===== src/rtl/identify_pkg.sv =====
package identify_pkg;

  // apb byte offsets of the register window
  localparam logic [7:0] OFF_DATA        = 8'h00;
  localparam logic [7:0] OFF_ERROR       = 8'h04;
  localparam logic [7:0] OFF_STATUS      = 8'h08;
  localparam logic [7:0] OFF_COMMAND     = 8'h0C;
  localparam logic [7:0] OFF_DRIVE_HEAD  = 8'h10;
  localparam logic [7:0] OFF_IRQ_STATUS  = 8'h14;
  localparam logic [7:0] OFF_IRQ_MASK    = 8'h18;

  // command code that asks for the configuration block
  localparam logic [7:0] CMD_IDENTIFY    = 8'hEC;
  // device-select bit position inside drive_select_head
  localparam int         DEV_BIT         = 4;

  // sector geometry of the transfer
  localparam int         SECTOR_WORDS    = 256;
  localparam logic [7:0] LAST_WORD       = 8'hFF;

  // fixed contents of the configuration block
  localparam logic [15:0] W0_COMPLETE    = 16'h045A;
  localparam logic [15:0] W0_INCOMPLETE  = 16'h045E;
  localparam logic [15:0] W2_SPIN_PART   = 16'h37C8;
  localparam logic [15:0] W2_SPIN_FULL   = 16'h738C;
  localparam logic [15:0] W2_NOSPIN_PART = 16'h8C73;
  localparam logic [15:0] W2_NOSPIN_FULL = 16'hC837;
  localparam logic [15:0] W6_SECTORS     = 16'h003F;
  localparam logic [15:0] W20_CTRL_TYPE  = 16'h0003;
  localparam logic [15:0] W22_ECC_BYTES  = 16'h0038;
  localparam logic [15:0] W47_MULTIPLE   = 16'h8010;
  localparam logic [15:0] W48_SECURITY   = 16'h4000;
  localparam logic [15:0] WORD_ZERO      = 16'h0000;

  // reset values
  localparam logic [7:0]  DRIVE_HEAD_RST = 8'hA0;
  localparam logic [2:0]  IRQ_RST        = 3'h0;

  // interrupt event bit positions
  localparam int EV_DRQ   = 0;
  localparam int EV_DONE  = 1;
  localparam int EV_ABORT = 2;

  // task-file status byte
  typedef struct packed {
    logic busy;
    logic ready;
    logic fault;
    logic seek_done;
    logic drq;
    logic corrected;
    logic index;
    logic err;
  } status_type;

  // task-file error byte
  typedef struct packed {
    logic crc;
    logic uncorrectable;
    logic rsvd5;
    logic id_missing;
    logic rsvd3;
    logic abort;
    logic track0_missing;
    logic mark_missing;
  } error_type;

  // command engine states
  typedef enum logic [1:0] {ST_IDLE, ST_PREPARE, ST_TRANSFER} state_type;

  localparam status_type STATUS_RST = 8'h50;
  localparam error_type  ERROR_RST  = 8'h00;

endpackage


===== src/rtl/identify_device_responder.sv =====
// Chosen here: the APB register port and the placing of the registers.
`timescale 1ns/1ps
module identify_device_responder
  import identify_pkg::*;
#(
  parameter logic [15:0]  CYLINDERS      = 16'h3FFF,                 // default-translation cylinders
  parameter logic [7:0]   HEADS          = 8'h10,                    // default-translation heads
  parameter logic [15:0]  BUFFER_UNITS   = 16'h0100,                 // buffer size in 512-byte units
  parameter logic         SPINUP_NEEDED  = 1'b0,                     // spin-up feature command required
  parameter logic         INCOMPLETE     = 1'b0,                     // response marked incomplete
  parameter logic         DEVICE_NUM     = 1'b0,                     // device-select value answered
  parameter logic [159:0] SERIAL_TEXT    = "00000000000000000001",   // arbitrary serial text
  parameter logic [63:0]  FIRMWARE_TEXT  = "REV00001",               // arbitrary firmware text
  parameter logic [319:0] MODEL_TEXT     = {"GENERIC DISK", {28{8'h20}}} // arbitrary model text
) (
  input  wire logic        pclk,
  input  wire logic        presetn,
  input  wire logic        psel,
  input  wire logic        penable,
  input  wire logic        pwrite,
  input  wire logic [7:0]  paddr,
  input  wire logic [31:0] pwdata,
  output logic      [31:0] prdata,
  output logic             pready,
  output logic             pslverr,
  output logic             irq
);

  state_type   state;          // command engine state
  status_type  status;         // status byte seen by the host
  error_type   error;          // error byte seen by the host
  logic [7:0]  drive_head;     // drive_select_head register
  logic [7:0]  word_index;     // next configuration word to hand out
  logic        cmd_ok;         // latched command is executable
  logic [2:0]  irq_status;     // sticky event bits
  logic [2:0]  irq_mask;       // interrupt enables
  logic [15:0] cur_word;       // word at the current index
  logic [31:0] next_prdata;    // read data for the pending access
  logic        mapped;         // address hits a register

  // apb handshake terms: an access completes when pready is sampled high
  logic wr_take;
  logic rd_take;
  logic cmd_write;
  logic data_pop;
  logic ev_drq;
  logic ev_done;
  logic ev_abort;
  assign wr_take   = psel & penable & pready & pwrite;
  assign rd_take   = psel & penable & pready & ~pwrite;
  assign cmd_write = wr_take & (paddr == OFF_COMMAND);
  assign data_pop  = rd_take & (paddr == OFF_DATA) & (state == ST_TRANSFER);
  assign ev_drq    = (state == ST_PREPARE) & cmd_ok;
  assign ev_done   = data_pop & (word_index == LAST_WORD);
  assign ev_abort  = (state == ST_PREPARE) & ~cmd_ok;

  // configuration word for a given index
  function automatic logic [15:0] config_word(input logic [7:0] idx);
    int i;
    logic [15:0] w;
    i = int'(idx);
    w = WORD_ZERO;
    if (i == 0) begin
      w = INCOMPLETE ? W0_INCOMPLETE : W0_COMPLETE;
    end else if (i == 1) begin
      w = CYLINDERS;
    end else if (i == 2) begin
      unique case ({SPINUP_NEEDED, INCOMPLETE})
        2'b11:   w = W2_SPIN_PART;
        2'b10:   w = W2_SPIN_FULL;
        2'b01:   w = W2_NOSPIN_PART;
        2'b00:   w = W2_NOSPIN_FULL;
      endcase
    end else if (i == 3) begin
      w = {8'h00, HEADS};
    end else if (i == 6) begin
      w = W6_SECTORS;
    end else if (i >= 10 && i <= 19) begin
      // serial text, first character in upper byte
      w = SERIAL_TEXT[159 - 16 * (i - 10) -: 16];
    end else if (i == 20) begin
      w = W20_CTRL_TYPE;
    end else if (i == 21) begin
      w = BUFFER_UNITS;
    end else if (i == 22) begin
      w = W22_ECC_BYTES;
    end else if (i >= 23 && i <= 26) begin
      w = FIRMWARE_TEXT[63 - 16 * (i - 23) -: 16];
    end else if (i >= 27 && i <= 46) begin
      w = MODEL_TEXT[319 - 16 * (i - 27) -: 16];
    end else if (i == 47) begin
      w = W47_MULTIPLE;
    end else if (i == 48) begin
      w = W48_SECURITY;
    end
    return w;
  endfunction

  // data port shows zero outside a transfer
  assign cur_word = (state == ST_TRANSFER) ? config_word(word_index) : WORD_ZERO;

  // read mux and address decode
  always_comb begin
    next_prdata = 32'h0000_0000;
    mapped      = 1'b1;
    unique case (paddr)
      OFF_DATA:       next_prdata = {16'h0000, cur_word};
      OFF_ERROR:      next_prdata = {24'h00_0000, error};
      OFF_STATUS:     next_prdata = {24'h00_0000, status};
      OFF_COMMAND:    next_prdata = 32'h0000_0000;
      OFF_DRIVE_HEAD: next_prdata = {24'h00_0000, drive_head};
      OFF_IRQ_STATUS: next_prdata = {29'h0000_0000, irq_status};
      OFF_IRQ_MASK:   next_prdata = {29'h0000_0000, irq_mask};
      default:        mapped      = 1'b0;
    endcase
  end

  // apb answer: one wait state, then pready with data and error
  always_ff @(posedge pclk or negedge presetn) begin
    if (!presetn) begin
      pready  <= 1'b0;
      prdata  <= 32'h0000_0000;
      pslverr <= 1'b0;
    end else begin
      pready  <= psel & penable & ~pready;
      pslverr <= psel & penable & ~pready & ~mapped;
      prdata  <= (psel & penable & ~pready) ? next_prdata : 32'h0000_0000;
    end
  end

  // drive_select_head register
  always_ff @(posedge pclk or negedge presetn) begin
    if (!presetn) begin
      drive_head <= DRIVE_HEAD_RST;
    end else if (wr_take && paddr == OFF_DRIVE_HEAD) begin
      drive_head <= pwdata[7:0];
    end
  end

  // command engine: commands for another device or while busy are ignored
  always_ff @(posedge pclk or negedge presetn) begin
    if (!presetn) begin
      state      <= ST_IDLE;
      cmd_ok     <= 1'b0;
      word_index <= 8'h00;
    end else begin
      unique case (state)
        ST_IDLE: begin
          if (cmd_write && drive_head[DEV_BIT] == DEVICE_NUM) begin
            state  <= ST_PREPARE;
            cmd_ok <= (pwdata[7:0] == CMD_IDENTIFY);
          end
        end
        ST_PREPARE: begin
          state      <= cmd_ok ? ST_TRANSFER : ST_IDLE;
          word_index <= 8'h00;
        end
        ST_TRANSFER: begin
          if (data_pop) begin
            word_index <= word_index + 8'h01;
            if (word_index == LAST_WORD) begin
              state <= ST_IDLE;
            end
          end
        end
        // unused fourth code falls back to idle
        default: state <= ST_IDLE;
      endcase
    end
  end

  // status and error bytes
  always_ff @(posedge pclk or negedge presetn) begin
    if (!presetn) begin
      status <= STATUS_RST;
      error  <= ERROR_RST;
    end else if (state == ST_IDLE && cmd_write && drive_head[DEV_BIT] == DEVICE_NUM) begin
      // command taken: busy, old outcome cleared
      status <= '{busy: 1'b1, default: 1'b0};
      error  <= ERROR_RST;
    end else if (ev_drq) begin
      status <= '{ready: 1'b1, seek_done: 1'b1, drq: 1'b1, default: 1'b0};
    end else if (ev_abort) begin
      status <= '{ready: 1'b1, seek_done: 1'b1, err: 1'b1, default: 1'b0};
      error  <= '{abort: 1'b1, default: 1'b0};
    end else if (ev_done) begin
      status <= '{ready: 1'b1, seek_done: 1'b1, default: 1'b0};
    end
  end

  // sticky events, write one to clear, a new event wins over the clear
  always_ff @(posedge pclk or negedge presetn) begin
    if (!presetn) begin
      irq_status <= IRQ_RST;
    end else begin
      irq_status <= (irq_status & ~((wr_take && paddr == OFF_IRQ_STATUS) ? pwdata[2:0] : 3'h0))
                    | {ev_abort, ev_done, ev_drq};
    end
  end

  // interrupt mask register
  always_ff @(posedge pclk or negedge presetn) begin
    if (!presetn) begin
      irq_mask <= IRQ_RST;
    end else if (wr_take && paddr == OFF_IRQ_MASK) begin
      irq_mask <= pwdata[2:0];
    end
  end

  // level interrupt from unmasked sticky bits
  always_ff @(posedge pclk or negedge presetn) begin
    if (!presetn) begin
      irq <= 1'b0;
    end else begin
      irq <= |(irq_status & irq_mask);
    end
  end

  // helper: words handed out during the current transfer
  logic [8:0] reads_seen;
  always_ff @(posedge pclk or negedge presetn) begin
    if (!presetn) begin
      reads_seen <= 9'h000;
    end else if (state == ST_PREPARE) begin
      reads_seen <= 9'h000;
    end else if (data_pop) begin
      reads_seen <= reads_seen + 9'h001;
    end
  end
endmodule


===== config.mk =====
export PLATFORM = sky130hd
export DESIGN_NAME = identify_device_responder
export DESIGN_NICKNAME = d
export VERILOG_FILES = /design/src/rtl/identify_pkg.sv /design/src/rtl/identify_device_responder.sv
export SDC_FILE = /design/constraint.sdc
export NUM_CORES = 1
export LEC_CHECK = 0
export ABC_CLOCK_PERIOD_IN_PS = 6500
export BUFFER_PORTS_ARGS = -buffer_cell sky130_fd_sc_hd__buf_4
export CORE_UTILIZATION = 54
export CTS_CLUSTER_SIZE = 20
export DETAILED_ROUTE_END_ITERATION = 12
export HOLD_SLACK_MARGIN = 0.1
export PLACE_DENSITY = 0.78
export SYNTH_ARGS = -nofsm -noshare
export SYNTH_HDL_FRONTEND = slang
export SYNTH_SLANG_ARGS = --single-unit

===== constraint.sdc =====
create_clock -name pclk -period 6.5 [get_ports pclk]
set_input_delay 1.3 -clock pclk [delete_from_list [all_inputs] [get_ports pclk]]
set_output_delay 1.3 -clock pclk [all_outputs]
set_load 0.02 [all_outputs]

==> impl_metrics.ini <==
[status]
status = finished with violations
failed_checks = design-rule violations

[floorplan]
die_area_mm2 = 0.00704
dieHeight_um = 83.9
num_io_pins = 80
initial_core_util = 0.564
die_w_um = 83.9
coreArea_mm2 = 0.00642
rows = 29

[synth]
synth.area.top_cells = dfrtp_1 (32%), nand2_1 (5.6%), o21ai_0 (3.9%)
synth_common_cells = nand2_1 (54), dfrtp_1 (46), nor2_1 (35), o21ai_0 (28), a21oi_1 (18)
synth_largest_area_cell = dfrtp_1
synth-edff-count = 0
async_flop_share = 1.00
synthFlopType = dfrtp_1
netlist_area_mm2 = 0.00362
synth_top_area_frac = 0.318
synth_area_per_cell_um2 = 8.44
synth.distinct_cells = 72
synth.most_common_cell = nand2_1
synth-seq-area-share = 0.340
ys_seq_elements = 49
synth_cells = 429
ys.warnings.count = 0

[finish]
layout-drive-gt1-share = 0.193
nNetsFinal = 505
antenna_cells = 0
area_delta_synth_final_pct = 7.98

[clocking]
cts_buffers = 5
cts_root_buf = clkbuf_8
cts_buffer_depth = 2
cts_sinks = 49
clk_pin_slew_ps = 90
holdBufCountCts = 0
cts_setup_buffers = 0
cts_htree_levels = 2
post_cts_resized = 0
cts_tree = yes
insertion_delay_ps = 300

[worst_setup_path]
critical_path_class = flip-flop to flip-flop
end_kind = flip-flop
crit_chain = inv_1 -> ha_1 -> a21oi_2 -> xnor2_1 -> ha_1 -> xnor2_1 -> xnor2_1 -> or3_1 -> o21ai_2 -> o2111a_1 -> a311oi_1 -> o32ai_1
rr_startpoint = word_index[2]
slowest_delay_ps = 910
rr_endpoint = prdata[6]
critPathMaxFanout = 24
crit_path_start_kind = flip-flop
cp-startpoint = word_index[2]
r2r_cells = 12
crit_end = prdata[6]
required_ps = 6670
cpMostUsedCell = xnor2_1
slowest_stage = dfrtp_1
r2r_slack_ps = 2290
critPathArrivalTime_ps = 4380

[sta]
max_freq_mhz = 238
finalCriticalPeriod_ps = 4210
min_period_over_period = 0.647
max_slew_margin = 0.403
worst_pin_slew_ps = 889
setup_tns_ps = 0
rsz0062_at_grt = no
fin_skew_ps = 6.63
finalHoldViolations = 0
slew_violations = 0
setup_violations = 0
timing.hold.ws_ps = 521

[drt]
wl_per_cell_um = 17.4
drt.antenna.violating_nets = 0
finalWirelength_mm = 9.20
viasPerCell = 6.21
drt_iter0_markers = 303
dr.pass1.iters = 9
drc_errors = 10
via_count = 3280

[pwr]
p_leak_nw = 1.67
combinationalPowerShare = 0.079
ir_worst_vdd_mv = 0.114
intPower_mw = 0.395
total_power_mw = 0.525
power.density_mw_per_mm2 = 134
p_sw_mw = 0.129
seqPwrFrac = 0.584
power.clock.fraction = 0.337
switching_share = 0.246

[grt]
grt_max_degree = 50
antenna_found_initial = 0
overflow = 0
grt.total_usage = 0.272
grt_pass1_vias = 2991
grt_first_pass_wirelength_mm = 15.2

[min_path]
min_path_type = flip-flop to flip-flop
holdPathStages = 1

[flow_run]
max_cap_viol_count = 0

[place]
place.gp.congestion = 0.953
port_buffers = 39
place_hpwl_mm = 6.93
[power by group through the flow]
stage	logic (mW)	clock network [mW]	registers, mW
4_1_cts	0.0411	0.184	0.307
2_1_floorplan	0.0264	0	0.313
6_report	0.0414	0.177	0.306
3_5_place_dp	0.0410	0	0.313
3_3_place_gp	0.0404	0	0.312
5_1_grt	0.0455	0.197	0.307
[registers in the layout, summed over array words and instances, names as in the netlist]
name / count
cmd_ok: 1
drive_head: 8
error: 1
irq: 1
irq_mask: 3
irq_status: 3
prdata: 16
pready: 1
pslverr: 1
state: 2
status: 4
word_index: 8
[layer usage]
metal	track usage	vias up	routed length, um
li1	-	1564	-
met1	0.408	1575	4300
met2	0.414	127	4210
met3	0.0346	14	587
met4	0.0658	0	111
met5	0	-	0
[how the worst min path moves through the flow]
stage | to | slack, ps | start
global route | status[3] | 550 | status[3]
floorplan | status[0] | 450 | status[0]
CTS | status[6] | 520 | status[6]
detailed placement | drive_head[3] | 500 | drive_head[3]
global placement | drive_head[6] | 490 | drive_head[6]
finish | drive_head[3] | 520 | drive_head[3]
[worst max-delay path, delay by kind of cell (launching register included)]
family | cells | cell delay [ps]
buffers and inverters | 1 | 380
AO/OA/AOI/OAI | 5 | 980
flip-flops | 1 | 910
XOR/XNOR | 3 | 990
adder cells (fa/ha/maj) | 2 | 540
AND/OR/NAND/NOR | 1 | 280
[layout make-up]
class / count / area, um^2
Tap cell: 77 / 96.3
Inverter: 13 / 48.8
Multi-Input combinational cell: 342 / 2150
Fill cell: 577 / 2510
Clock buffer: 5 / 68.8
Clock inverter: 3 / 21.3
Sequential cell: 49 / 1230
Timing Repair Buffer: 39 / 293
[logic make-up after synthesis]
kind of cell    Yosys count  share of synthesized area
compound gates          110                      0.207
simple gates            181                      0.265
xor+xnor                 10                     0.0263
fa+ha+maj                10                     0.0345
other cells               1                    0.00104
flops                    49                      0.340
mux                      15                     0.0456
buf+inv                  53                     0.0815
[cell usage in the layout (no fill, tap or decap), types with 4 or more instances in the layout]
| master | instances |
|---|---|
| mux2_2 | 12 |
| nor3_2 | 5 |
| nor4_1 | 5 |
| a21o_1 | 6 |
| clkbuf_8 | 5 |
| and2_1 | 4 |
| inv_1 | 13 |
| ha_1 | 10 |
| xnor2_1 | 9 |
| nand2_1 | 54 |
| nand2b_1 | 7 |
| nor3_1 | 12 |
| nand4_1 | 8 |
| dfrtp_1 | 46 |
| nor2_1 | 35 |
| nor2b_1 | 6 |
| nand3_1 | 15 |
| or3_1 | 5 |
| o21ai_0 | 28 |
| conb_1 | 16 |
| o31ai_1 | 4 |
| buf_4 | 39 |
| a22oi_1 | 4 |
| a31oi_1 | 8 |
| a21oi_1 | 18 |
[stage by stage]
stage / worst slack (ps) / utilization / cell area, um^2 / std cells
final: 2290 / 0.609 / 3910 / 528
after global routing: 2020 / 0.609 / 3910 / 528
after CTS: 2380 / 0.609 / 3910 / 528
after detailed placement: 2400 / 0.595 / 3820 / 520
after global placement: 2460 / 0.595 / 3820 / 520
after floorplan: 3550 / - / 3680 / 444
Power figures use the tool's default switching activity.
